### src/hw/gpcn_pkg.sv
`default_nettype none

package gpcn_pkg;

    // port geometry
    localparam int PORT_W = 16;
    localparam int CN_W = 31;
    localparam int CN_LO_W = 16;
    localparam int CN_HI_W = CN_W - CN_LO_W;
    localparam int ADDR_W = 8;
    localparam int DATA_W = 32;

    // register byte offsets
    localparam logic [ADDR_W-1:0] OFS_DIRECTION = 8'h00;
    localparam logic [ADDR_W-1:0] OFS_OUT_LATCH = 8'h04;
    localparam logic [ADDR_W-1:0] OFS_PIN_VALUE = 8'h08;
    localparam logic [ADDR_W-1:0] OFS_OPEN_DRAIN = 8'h0C;
    localparam logic [ADDR_W-1:0] OFS_ANALOG_CFG = 8'h10;
    localparam logic [ADDR_W-1:0] OFS_CN_EN_LO = 8'h14;
    localparam logic [ADDR_W-1:0] OFS_CN_EN_HI = 8'h18;
    localparam logic [ADDR_W-1:0] OFS_PU_EN_LO = 8'h1C;
    localparam logic [ADDR_W-1:0] OFS_PU_EN_HI = 8'h20;
    localparam logic [ADDR_W-1:0] OFS_CN_STATUS = 8'h24;

    // which port bits exist, which have an analog function
    localparam logic [PORT_W-1:0] IMPL_MASK = 16'h7FFF;
    localparam logic [PORT_W-1:0] ANALOG_MASK = 16'h003F;

    // reset values
    localparam logic [PORT_W-1:0] RST_DIRECTION = IMPL_MASK;
    localparam logic [PORT_W-1:0] RST_OUT_LATCH = 16'h0000;
    localparam logic [PORT_W-1:0] RST_OPEN_DRAIN = 16'h0000;
    localparam logic [PORT_W-1:0] RST_ANALOG_CFG = 16'h0000;
    localparam logic [CN_W-1:0] RST_CN_EN = 31'h00000000;
    localparam logic [CN_W-1:0] RST_PU_EN = 31'h00000000;

    // change status field
    localparam int CN_FLAG_BIT = 0;

    typedef struct packed {
        logic [ADDR_W-1:0] addr;
        logic [DATA_W-1:0] wdata;
        logic wr;
        logic rd;
    } gpcn_bus_req_t;

    typedef struct packed {
        logic [PORT_W-1:0] out;
        logic [PORT_W-1:0] oeN;
    } gpcn_pad_drive_t;

endpackage : gpcn_pkg

`default_nettype wire

### src/hw/gpcn_port.sv
// Implementation choices: the address map and strobed register access.
`timescale 1ns/1ps
`default_nettype none

module gpcn_port (
    input wire logic clk,
    input wire logic sys_rst,
    input wire gpcn_pkg::gpcn_bus_req_t busReq,
    output logic [gpcn_pkg::DATA_W-1:0] busRdata,
    input wire logic [gpcn_pkg::PORT_W-1:0] padIn,
    output gpcn_pkg::gpcn_pad_drive_t padDrive,
    input wire logic [gpcn_pkg::PORT_W-1:0] periphEnable,
    input wire logic [gpcn_pkg::PORT_W-1:0] periphDriving,
    input wire logic [gpcn_pkg::PORT_W-1:0] periphOut,
    output logic [gpcn_pkg::PORT_W-1:0] periphIn,
    output logic [gpcn_pkg::PORT_W-1:0] analogSwitch,
    output logic [gpcn_pkg::PORT_W-1:0] digitalBufEn,
    input wire logic [gpcn_pkg::CN_W-1:0] changeInputPin,
    output logic [gpcn_pkg::CN_W-1:0] pullupEn,
    output logic changeIrq,
    output logic changeWake
);
    import gpcn_pkg::*;

    logic [PORT_W-1:0] direction_reg, direction_next;
    logic [PORT_W-1:0] output_latch_reg, output_latch_next;
    logic [PORT_W-1:0] open_drain_ctrl_reg, open_drain_ctrl_next;
    logic [PORT_W-1:0] analog_pin_cfg_reg, analog_pin_cfg_next;
    logic [CN_W-1:0] cnEn_reg, cnEn_next;
    logic [CN_W-1:0] puEn_reg, puEn_next;
    logic [CN_W-1:0] cnSample_reg, cnSample_next;
    logic cnFlag_reg, cnFlag_next;
    logic [DATA_W-1:0] rdata_reg, rdata_next;
    logic [PORT_W-1:0] padMeta_reg, padSync_reg;
    logic [CN_W-1:0] cnMeta_reg, cnSync_reg;

    logic [PORT_W-1:0] periphOwn;
    logic [PORT_W-1:0] portDrive;
    logic [PORT_W-1:0] analogMode;
    logic [PORT_W-1:0] pinValue;
    logic cnEvent;
    logic cnClear;

    // pin and change inputs cross in through two flops each
    always_ff @(posedge clk or posedge sys_rst) begin
        if (sys_rst) begin
            padMeta_reg <= '0;
            padSync_reg <= '0;
            cnMeta_reg <= '0;
            cnSync_reg <= '0;
        end else begin
            padMeta_reg <= padIn;
            padSync_reg <= padMeta_reg;
            cnMeta_reg <= changeInputPin;
            cnSync_reg <= cnMeta_reg;
        end
    end

    // ownership and pad control, combinational from registers and peripheral inputs
    always_comb begin
        periphOwn = periphEnable & periphDriving & IMPL_MASK;
        // idle peripheral leaves the pin to the port
        portDrive = ~direction_reg & ~periphOwn & IMPL_MASK;
        analogMode = ~analog_pin_cfg_reg & ANALOG_MASK;
        analogSwitch = analogMode;
        digitalBufEn = ~analogMode & IMPL_MASK;
        // analog pins read low, missing bits read zero
        pinValue = padSync_reg & ~analogMode & IMPL_MASK;
        // loop-through: the port's own drive never reaches the peripheral
        periphIn = padSync_reg & ~portDrive & ~analogMode;
    end

    // per-pin output stage; open drain only pulls low on port-driven pins, a peripheral owner drives both levels
    genvar gi;
    generate
        for (gi = 0; gi < PORT_W; gi++) begin : g_pad
            always_comb begin
                if (periphOwn[gi]) begin
                    padDrive.out[gi] = periphOut[gi];
                    padDrive.oeN[gi] = 1'b0;
                end else if (portDrive[gi] && open_drain_ctrl_reg[gi]) begin
                    padDrive.out[gi] = 1'b0;
                    padDrive.oeN[gi] = output_latch_reg[gi];
                end else begin
                    padDrive.out[gi] = output_latch_reg[gi];
                    padDrive.oeN[gi] = ~portDrive[gi];
                end
            end
        end
    endgenerate

    // change detection; the wake path is pure logic so it works unclocked
    always_comb begin
        cnEvent = |((cnSync_reg ^ cnSample_reg) & cnEn_reg);
        changeWake = |((changeInputPin ^ cnSample_reg) & cnEn_reg);
        pullupEn = puEn_reg;
        changeIrq = cnFlag_reg;
        busRdata = rdata_reg;
    end

    // register writes, change flag and read data
    always_comb begin
        direction_next = direction_reg;
        output_latch_next = output_latch_reg;
        open_drain_ctrl_next = open_drain_ctrl_reg;
        analog_pin_cfg_next = analog_pin_cfg_reg;
        cnEn_next = cnEn_reg;
        puEn_next = puEn_reg;
        cnClear = 1'b0;
        rdata_next = '0;
        if (busReq.wr) begin
            case (busReq.addr)
                OFS_DIRECTION: direction_next = busReq.wdata[PORT_W-1:0] & IMPL_MASK;
                OFS_OUT_LATCH: output_latch_next = busReq.wdata[PORT_W-1:0] & IMPL_MASK;
                OFS_PIN_VALUE: output_latch_next = busReq.wdata[PORT_W-1:0] & IMPL_MASK;
                OFS_OPEN_DRAIN: open_drain_ctrl_next = busReq.wdata[PORT_W-1:0] & IMPL_MASK;
                OFS_ANALOG_CFG: analog_pin_cfg_next = busReq.wdata[PORT_W-1:0] & ANALOG_MASK;
                OFS_CN_EN_LO: cnEn_next[CN_LO_W-1:0] = busReq.wdata[CN_LO_W-1:0];
                OFS_CN_EN_HI: cnEn_next[CN_W-1:CN_LO_W] = busReq.wdata[CN_HI_W-1:0];
                OFS_PU_EN_LO: puEn_next[CN_LO_W-1:0] = busReq.wdata[CN_LO_W-1:0];
                OFS_PU_EN_HI: puEn_next[CN_W-1:CN_LO_W] = busReq.wdata[CN_HI_W-1:0];
                OFS_CN_STATUS: cnClear = busReq.wdata[CN_FLAG_BIT];
                default: ;
            endcase
        end
        if (busReq.rd) begin
            case (busReq.addr)
                OFS_DIRECTION: rdata_next[PORT_W-1:0] = direction_reg;
                OFS_OUT_LATCH: rdata_next[PORT_W-1:0] = output_latch_reg;
                OFS_PIN_VALUE: rdata_next[PORT_W-1:0] = pinValue;
                OFS_OPEN_DRAIN: rdata_next[PORT_W-1:0] = open_drain_ctrl_reg;
                OFS_ANALOG_CFG: rdata_next[PORT_W-1:0] = analog_pin_cfg_reg;
                OFS_CN_EN_LO: rdata_next[CN_LO_W-1:0] = cnEn_reg[CN_LO_W-1:0];
                OFS_CN_EN_HI: rdata_next[CN_HI_W-1:0] = cnEn_reg[CN_W-1:CN_LO_W];
                OFS_PU_EN_LO: rdata_next[CN_LO_W-1:0] = puEn_reg[CN_LO_W-1:0];
                OFS_PU_EN_HI: rdata_next[CN_HI_W-1:0] = puEn_reg[CN_W-1:CN_LO_W];
                OFS_CN_STATUS: rdata_next[CN_FLAG_BIT] = cnFlag_reg;
                default: rdata_next = '0;
            endcase
        end
        // a new change beats a same-cycle clear
        cnFlag_next = (cnFlag_reg & ~cnClear) | cnEvent;
        cnSample_next = cnSync_reg;
    end

    always_ff @(posedge clk or posedge sys_rst) begin
        if (sys_rst) begin
            direction_reg <= RST_DIRECTION;
            output_latch_reg <= RST_OUT_LATCH;
            open_drain_ctrl_reg <= RST_OPEN_DRAIN;
            analog_pin_cfg_reg <= RST_ANALOG_CFG;
            cnEn_reg <= RST_CN_EN;
            puEn_reg <= RST_PU_EN;
            cnSample_reg <= '0;
            cnFlag_reg <= 1'b0;
            rdata_reg <= '0;
        end else begin
            direction_reg <= direction_next;
            output_latch_reg <= output_latch_next;
            open_drain_ctrl_reg <= open_drain_ctrl_next;
            analog_pin_cfg_reg <= analog_pin_cfg_next;
            cnEn_reg <= cnEn_next;
            puEn_reg <= puEn_next;
            cnSample_reg <= cnSample_next;
            cnFlag_reg <= cnFlag_next;
            rdata_reg <= rdata_next;
        end
    end
endmodule : gpcn_port

`default_nettype wire

### config.mk
export PLATFORM = sky130hd
export DESIGN_NAME = gpcn_port
export DESIGN_NICKNAME = d
export VERILOG_FILES = /design/src/hw/gpcn_pkg.sv /design/src/hw/gpcn_port.sv
export SDC_FILE = /design/constraint.sdc
export NUM_CORES = 1
export LEC_CHECK = 0
export CORE_AREA = 2 2 217 134
export CTS_CLUSTER_DIAMETER = 30
export DETAILED_ROUTE_END_ITERATION = 7
export DIE_AREA = 0 0 219 136
export DONT_BUFFER_PORTS = 1
export PLACE_DENSITY = 0.6
export SETUP_SLACK_MARGIN = 0.4
export SYNTH_ARGS = -nofsm -noshare
export SYNTH_HDL_FRONTEND = slang
export SYNTH_SLANG_ARGS = --single-unit
### constraint.sdc
create_clock -name clk -period 19.68 [get_ports clk]
set_clock_uncertainty 0.15 [all_clocks]
set_input_delay 2.952 -clock clk [delete_from_list [all_inputs] [get_ports clk]]
set_output_delay 2.952 -clock clk [all_outputs]
set_load 0.005 [all_outputs]
* Yosys cells after proc, flatten, opt, wreduce, memory -nomap -nowiden *
Index checks and enable logic that the tools add are counted.

word-level totals
  input port bits = 139
  output and inout port bits = 145
  register bits = 271

operators by class
  bitwise logic cells = 32
  reductions and logical operators = 27
  mux-type cells = 66
  eq/ne operators = 9

operators by type and width
  kind                                                              number
  14-bit one-hot mux with 9 select lines                            1
  31-bit AND                                                        2
  1-bit two-way mux                                                 62
  31-bit OR reduction                                               2
  31-bit bitwise XOR                                                2
  15-bit AND                                                        3
  16-bit AND                                                        2
  8-bit by 5-bit == test with 1-bit output (second input constant)  4
  15-bit inverter                                                   2
  8-bit by 4-bit == test with 1-bit output (second input constant)  2
  8-bit by 6-bit == test with 1-bit output (second input constant)  2
  16-bit two-way mux                                                1
  1-bit inverter                                                    16
  15-bit inverter with 16-bit output                                1
  6-bit inverter with 16-bit output                                 1
  2-bit AND reduction                                               8
  1-bit logical AND                                                 15
  1-bit one-hot mux with 10 select lines                            1
  8-bit by 3-bit == test with 1-bit output (second input constant)  1
  8-bit zero test                                                   1
  6-bit inverter                                                    1
  1-bit one-hot mux with 2 select lines                             1
  2-bit OR reduction                                                1
  1-bit AND                                                         1
  1-bit bitwise OR                                                  1

* Depth between registers and ports, before layout *
  word-level depth = 6
  gate-level depth with buffers = 7
  mapped depth without buffers = 5

* Least setup slack after synthesis *
No wires, ideal clock.

  kind = in2out
  start point = in changeInputPin[12] (netlist name)
  end point = out changeWake
  path slack = 12,662 ps
  stages = 5
  path buffers = 0
  data required time = 16,578 ps
  data arrival time = 3,916 ps
  path through = xor2_1 -> a22o_1 -> a221oi_1 -> nand4_1 -> or3_1

on the way
  word-level cells in the longest chain between the ends = 3

RTL lines
  item                 RTL line         text
  start: declaration   gpcn_port.sv:18  input wire logic [gpcn_pkg::CN_W-1:0] changeInputPin,
  31-bit bitwise XOR   gpcn_port.sv:95  changeWake = |((changeInputPin ^ cnSample_reg) & cnEn_reg);
  31-bit AND           gpcn_port.sv:95
  31-bit OR reduction  gpcn_port.sv:95
  end: declaration     gpcn_port.sv:21  output logic changeWake

Every way passes these cells.

* Final worst setup path *
  start point = in changeInputPin[26] (netlist name)
  end point = out changeWake

The elaborated chain is that of the path after synthesis.

==> qor.yml <==
run_status:
  status: "complete, no violations"
clocking:
  cts_hold_buf: 0
  path_clk_slew_ns: 0.05
  cts_resized: 0
  postCtsSetupBuffers: 0
  cts-root-buf: "clkbuf_16"
  cts_sinks: 255
  cts_tree: "built"
  insertion_delay_ns: 0.54
  htree_levels: 2
  cts_buffers: 40
  clock_path_buffers: 3
job:
  cap_violations: 0
power:
  p_leak_nw: 5.62
  netSwitchingFraction_pct: 24.1
  ir_worst_vdd_uv: 92.4
  p_int_w: 0.00103
  combPwrFrac_pct: 4.9
  p_per_area_nw_per_um2: 108
  clkPwrFrac_pct: 52.3
  p_sw_w: 0.000326
  seqPwrFrac_pct: 42.8
hold_path:
  holdPathStages: 0
  holdPathEnd: "cnSample_next[24]$_DFF_PP0_"
  min_from: "cnMeta_reg[24]$_DFF_PP0_"
  hold_class: "reg -> reg"
floorplanning:
  start_util_pct: 39.2
  ioPinCount: 284
  core_area_um2: 28000
  die_area_um2: 29800
  die_x_um: 219
  rows: 48
  fp.dieH_um: 136
finish:
  fin_cells: 1272
  drive_above_1_share_pct: 26.3
  fin_area_um2: 12500
  areaGrowthSynthToFinish_pct: 14.2
  fin_nets: 1007
  n_antenna_cell: 0
synth:
  synth_edf_count: 0
  ys_types: 53
  yosysMostFrequentCell: "dfrtp_1"
  synthArstFlopShare_pct: 100
  synth.area.top_cells: "dfrtp_1 55%, mux2_2 12%, xor2_1 4.9%"
  synthFlopType: "dfrtp_1"
  yosys_warnings: 0
  yosysTopAreaCell: "dfrtp_1"
  synth_top_area_share_pct: 54.7
  ys_seq_area_share_pct: 58.3
  ys_ff_latch: 255
  synth_area_um2: 11000
  synth_common_cells: "240 x dfrtp_1, 114 x mux2_2, 62 x xor2_1"
  synth.avg_cell_area_um2: 12.9
  synthesis.instances: 852
placement:
  dp_hpwl_um: 22700
  gp_congestion: 0.836
  dpl_cell_area_um2: 11200
  place_inst: 1201
  portBuffers: 0
sta:
  max_freq_mhz: 136
  timing.hold.ws_ns: 0.192
  fin_crit_sh_pct: 37.3
  tightest_slew_ns: 1.26
  hold_viol: 0
  relSlewSlack_pct: 15.7
  period_needed_ns: 7.33
  slew_violations: 0
  setup_violations: 0
  fin_tns_setup_ns: 0
  rsz0062_at_grt: "no"
grt:
  overflow: 0
  antenna_found_initial: 0
  grt_pass1_wl_um: 45700
  grt_pass1_vias: 6650
  grt_max_degree: 146
  track_usage_pct: 21.3
drt:
  avgRoutedWirePerCell_um: 24.8
  firstDrtPassIters: 8
  vias: 6889
  vias_per_cell: 5.42
  antenna_left: 0
  drc: 0
  drt_iter0_markers: 576
  wl_um: 31600
setup_path:
  required_ns: 16.58
  crit_chain: "xor2_1, a22o_1, a221oi_1, nand4_1, or3_1"
  slowest_stage: "a221oi_1"
  slowest_delay_ns: 0.38
  worstSetupPathType: "in -> out"
  worstSetupEndpointType: "primary output"
  critical_path.startpoint_type: "input port"
  r2r_slack_ns: 17.73
  r2r_cells: 5
  r2r_end: "changeIrq$_DFF_PP0_"
  worst_ep_arrival_time_ns: 4.23
  r2r_start: "cnSample_reg[5]$_DFF_PP0_"
  worst-path-max-fanout: 2
## cell families (layout without fill, tap and decap cells)
kind of cell / Yosys count / count (layout) / synth area share [%]
XOR/XNOR: 62 / 62 / 4.94
flip-flops: 255 / 255 / 58.3
AO/OA/AOI/OAI: 177 / 177 / 10.7
other: 2 / 38 / 0.0684
multiplexers: 140 / 140 / 14.6
AND/OR/NAND/NOR: 128 / 128 / 6.60
buffers and inverters: 88 / 97 / 4.79
## worst max path at each step
stage,start,end,slack (ns),cells after the start
3_5_place_dp,changeInputPin[26],changeWake,12.31,5
3_3_place_gp,changeInputPin[26],changeWake,12.31,5
6_report,changeInputPin[26],changeWake,12.35,5
2_1_floorplan,sys_rst,analog_pin_cfg_reg[0]$_DFFE_PP0P_,9.59,1
5_1_grt,changeInputPin[26],changeWake,12.26,5
4_1_cts,changeInputPin[26],changeWake,12.30,5
## power by group through the flow
stage                     clock network [W]  registers [W]   logic, W
after floorplan                           0       0.000575  0.0000622
after global placement                    0       0.000586  0.0000668
after detailed placement                  0       0.000586  0.0000673
after CTS                          0.000720       0.000578  0.0000676
after global routing               0.000747       0.000581  0.0000753
final                              0.000707       0.000578  0.0000669
## routing by layer
layer / vias to the layer above / global-route usage [%] / share of wire [%]
met1: 3545 / 32.3 / 48
met2: 284 / 28.7 / 41
met5: - / 0 / 0
met4: 0 / 4.43 / 1.1
met3: 32 / 7.99 / 9.8
li1: 3028 / - / -
## through the flow
stage                     utilization [%]  power, W  setup WS (ns)
final                                44.8   0.00135          12.35
after global routing                 44.8   0.00140          12.26
after detailed placement             40.0  0.000654          12.31
after CTS                            44.8   0.00137          12.30
after floorplan                         -  0.000637           9.59
after global placement               40.0  0.000652          12.31
## final cells by class
class / count / area [µm²]
inverter: 22 / 90.1
tap: 375 / 469
timing repair buffer: 4 / 30.0
fill: 2590 / 15400
sequential: 255 / 6400
clock inverter: 23 / 254
multi-input combinational: 545 / 4200
clock buffer: 48 / 1100
## worst max-delay path, delay by kind of cell
family	cells	cell delay, ns
AOI/OAI and AO/OA	2	0.63
xor gates and xnor gates	1	0.14
and+or+nand+nor	2	0.51
## placed cells by master, fill, tap and decap left out, types with 11 or more instances in the layout
| cell type | instances |
|---|---|
| and2_1 | 13 |
| dfstp_2 | 15 |
| clkbuf_16 | 41 |
| nor2_1 | 30 |
| nand3_1 | 18 |
| a21oi_1 | 45 |
| a22oi_1 | 32 |
| inv_1 | 21 |
| mux2i_1 | 15 |
| xor2_1 | 62 |
| nand2_1 | 32 |
| a22o_1 | 11 |
| o21ai_0 | 37 |
| mux2_2 | 114 |
| dfrtp_1 | 240 |
| conb_1 | 38 |
Note: power is estimated with default switching activity, not from simulation.
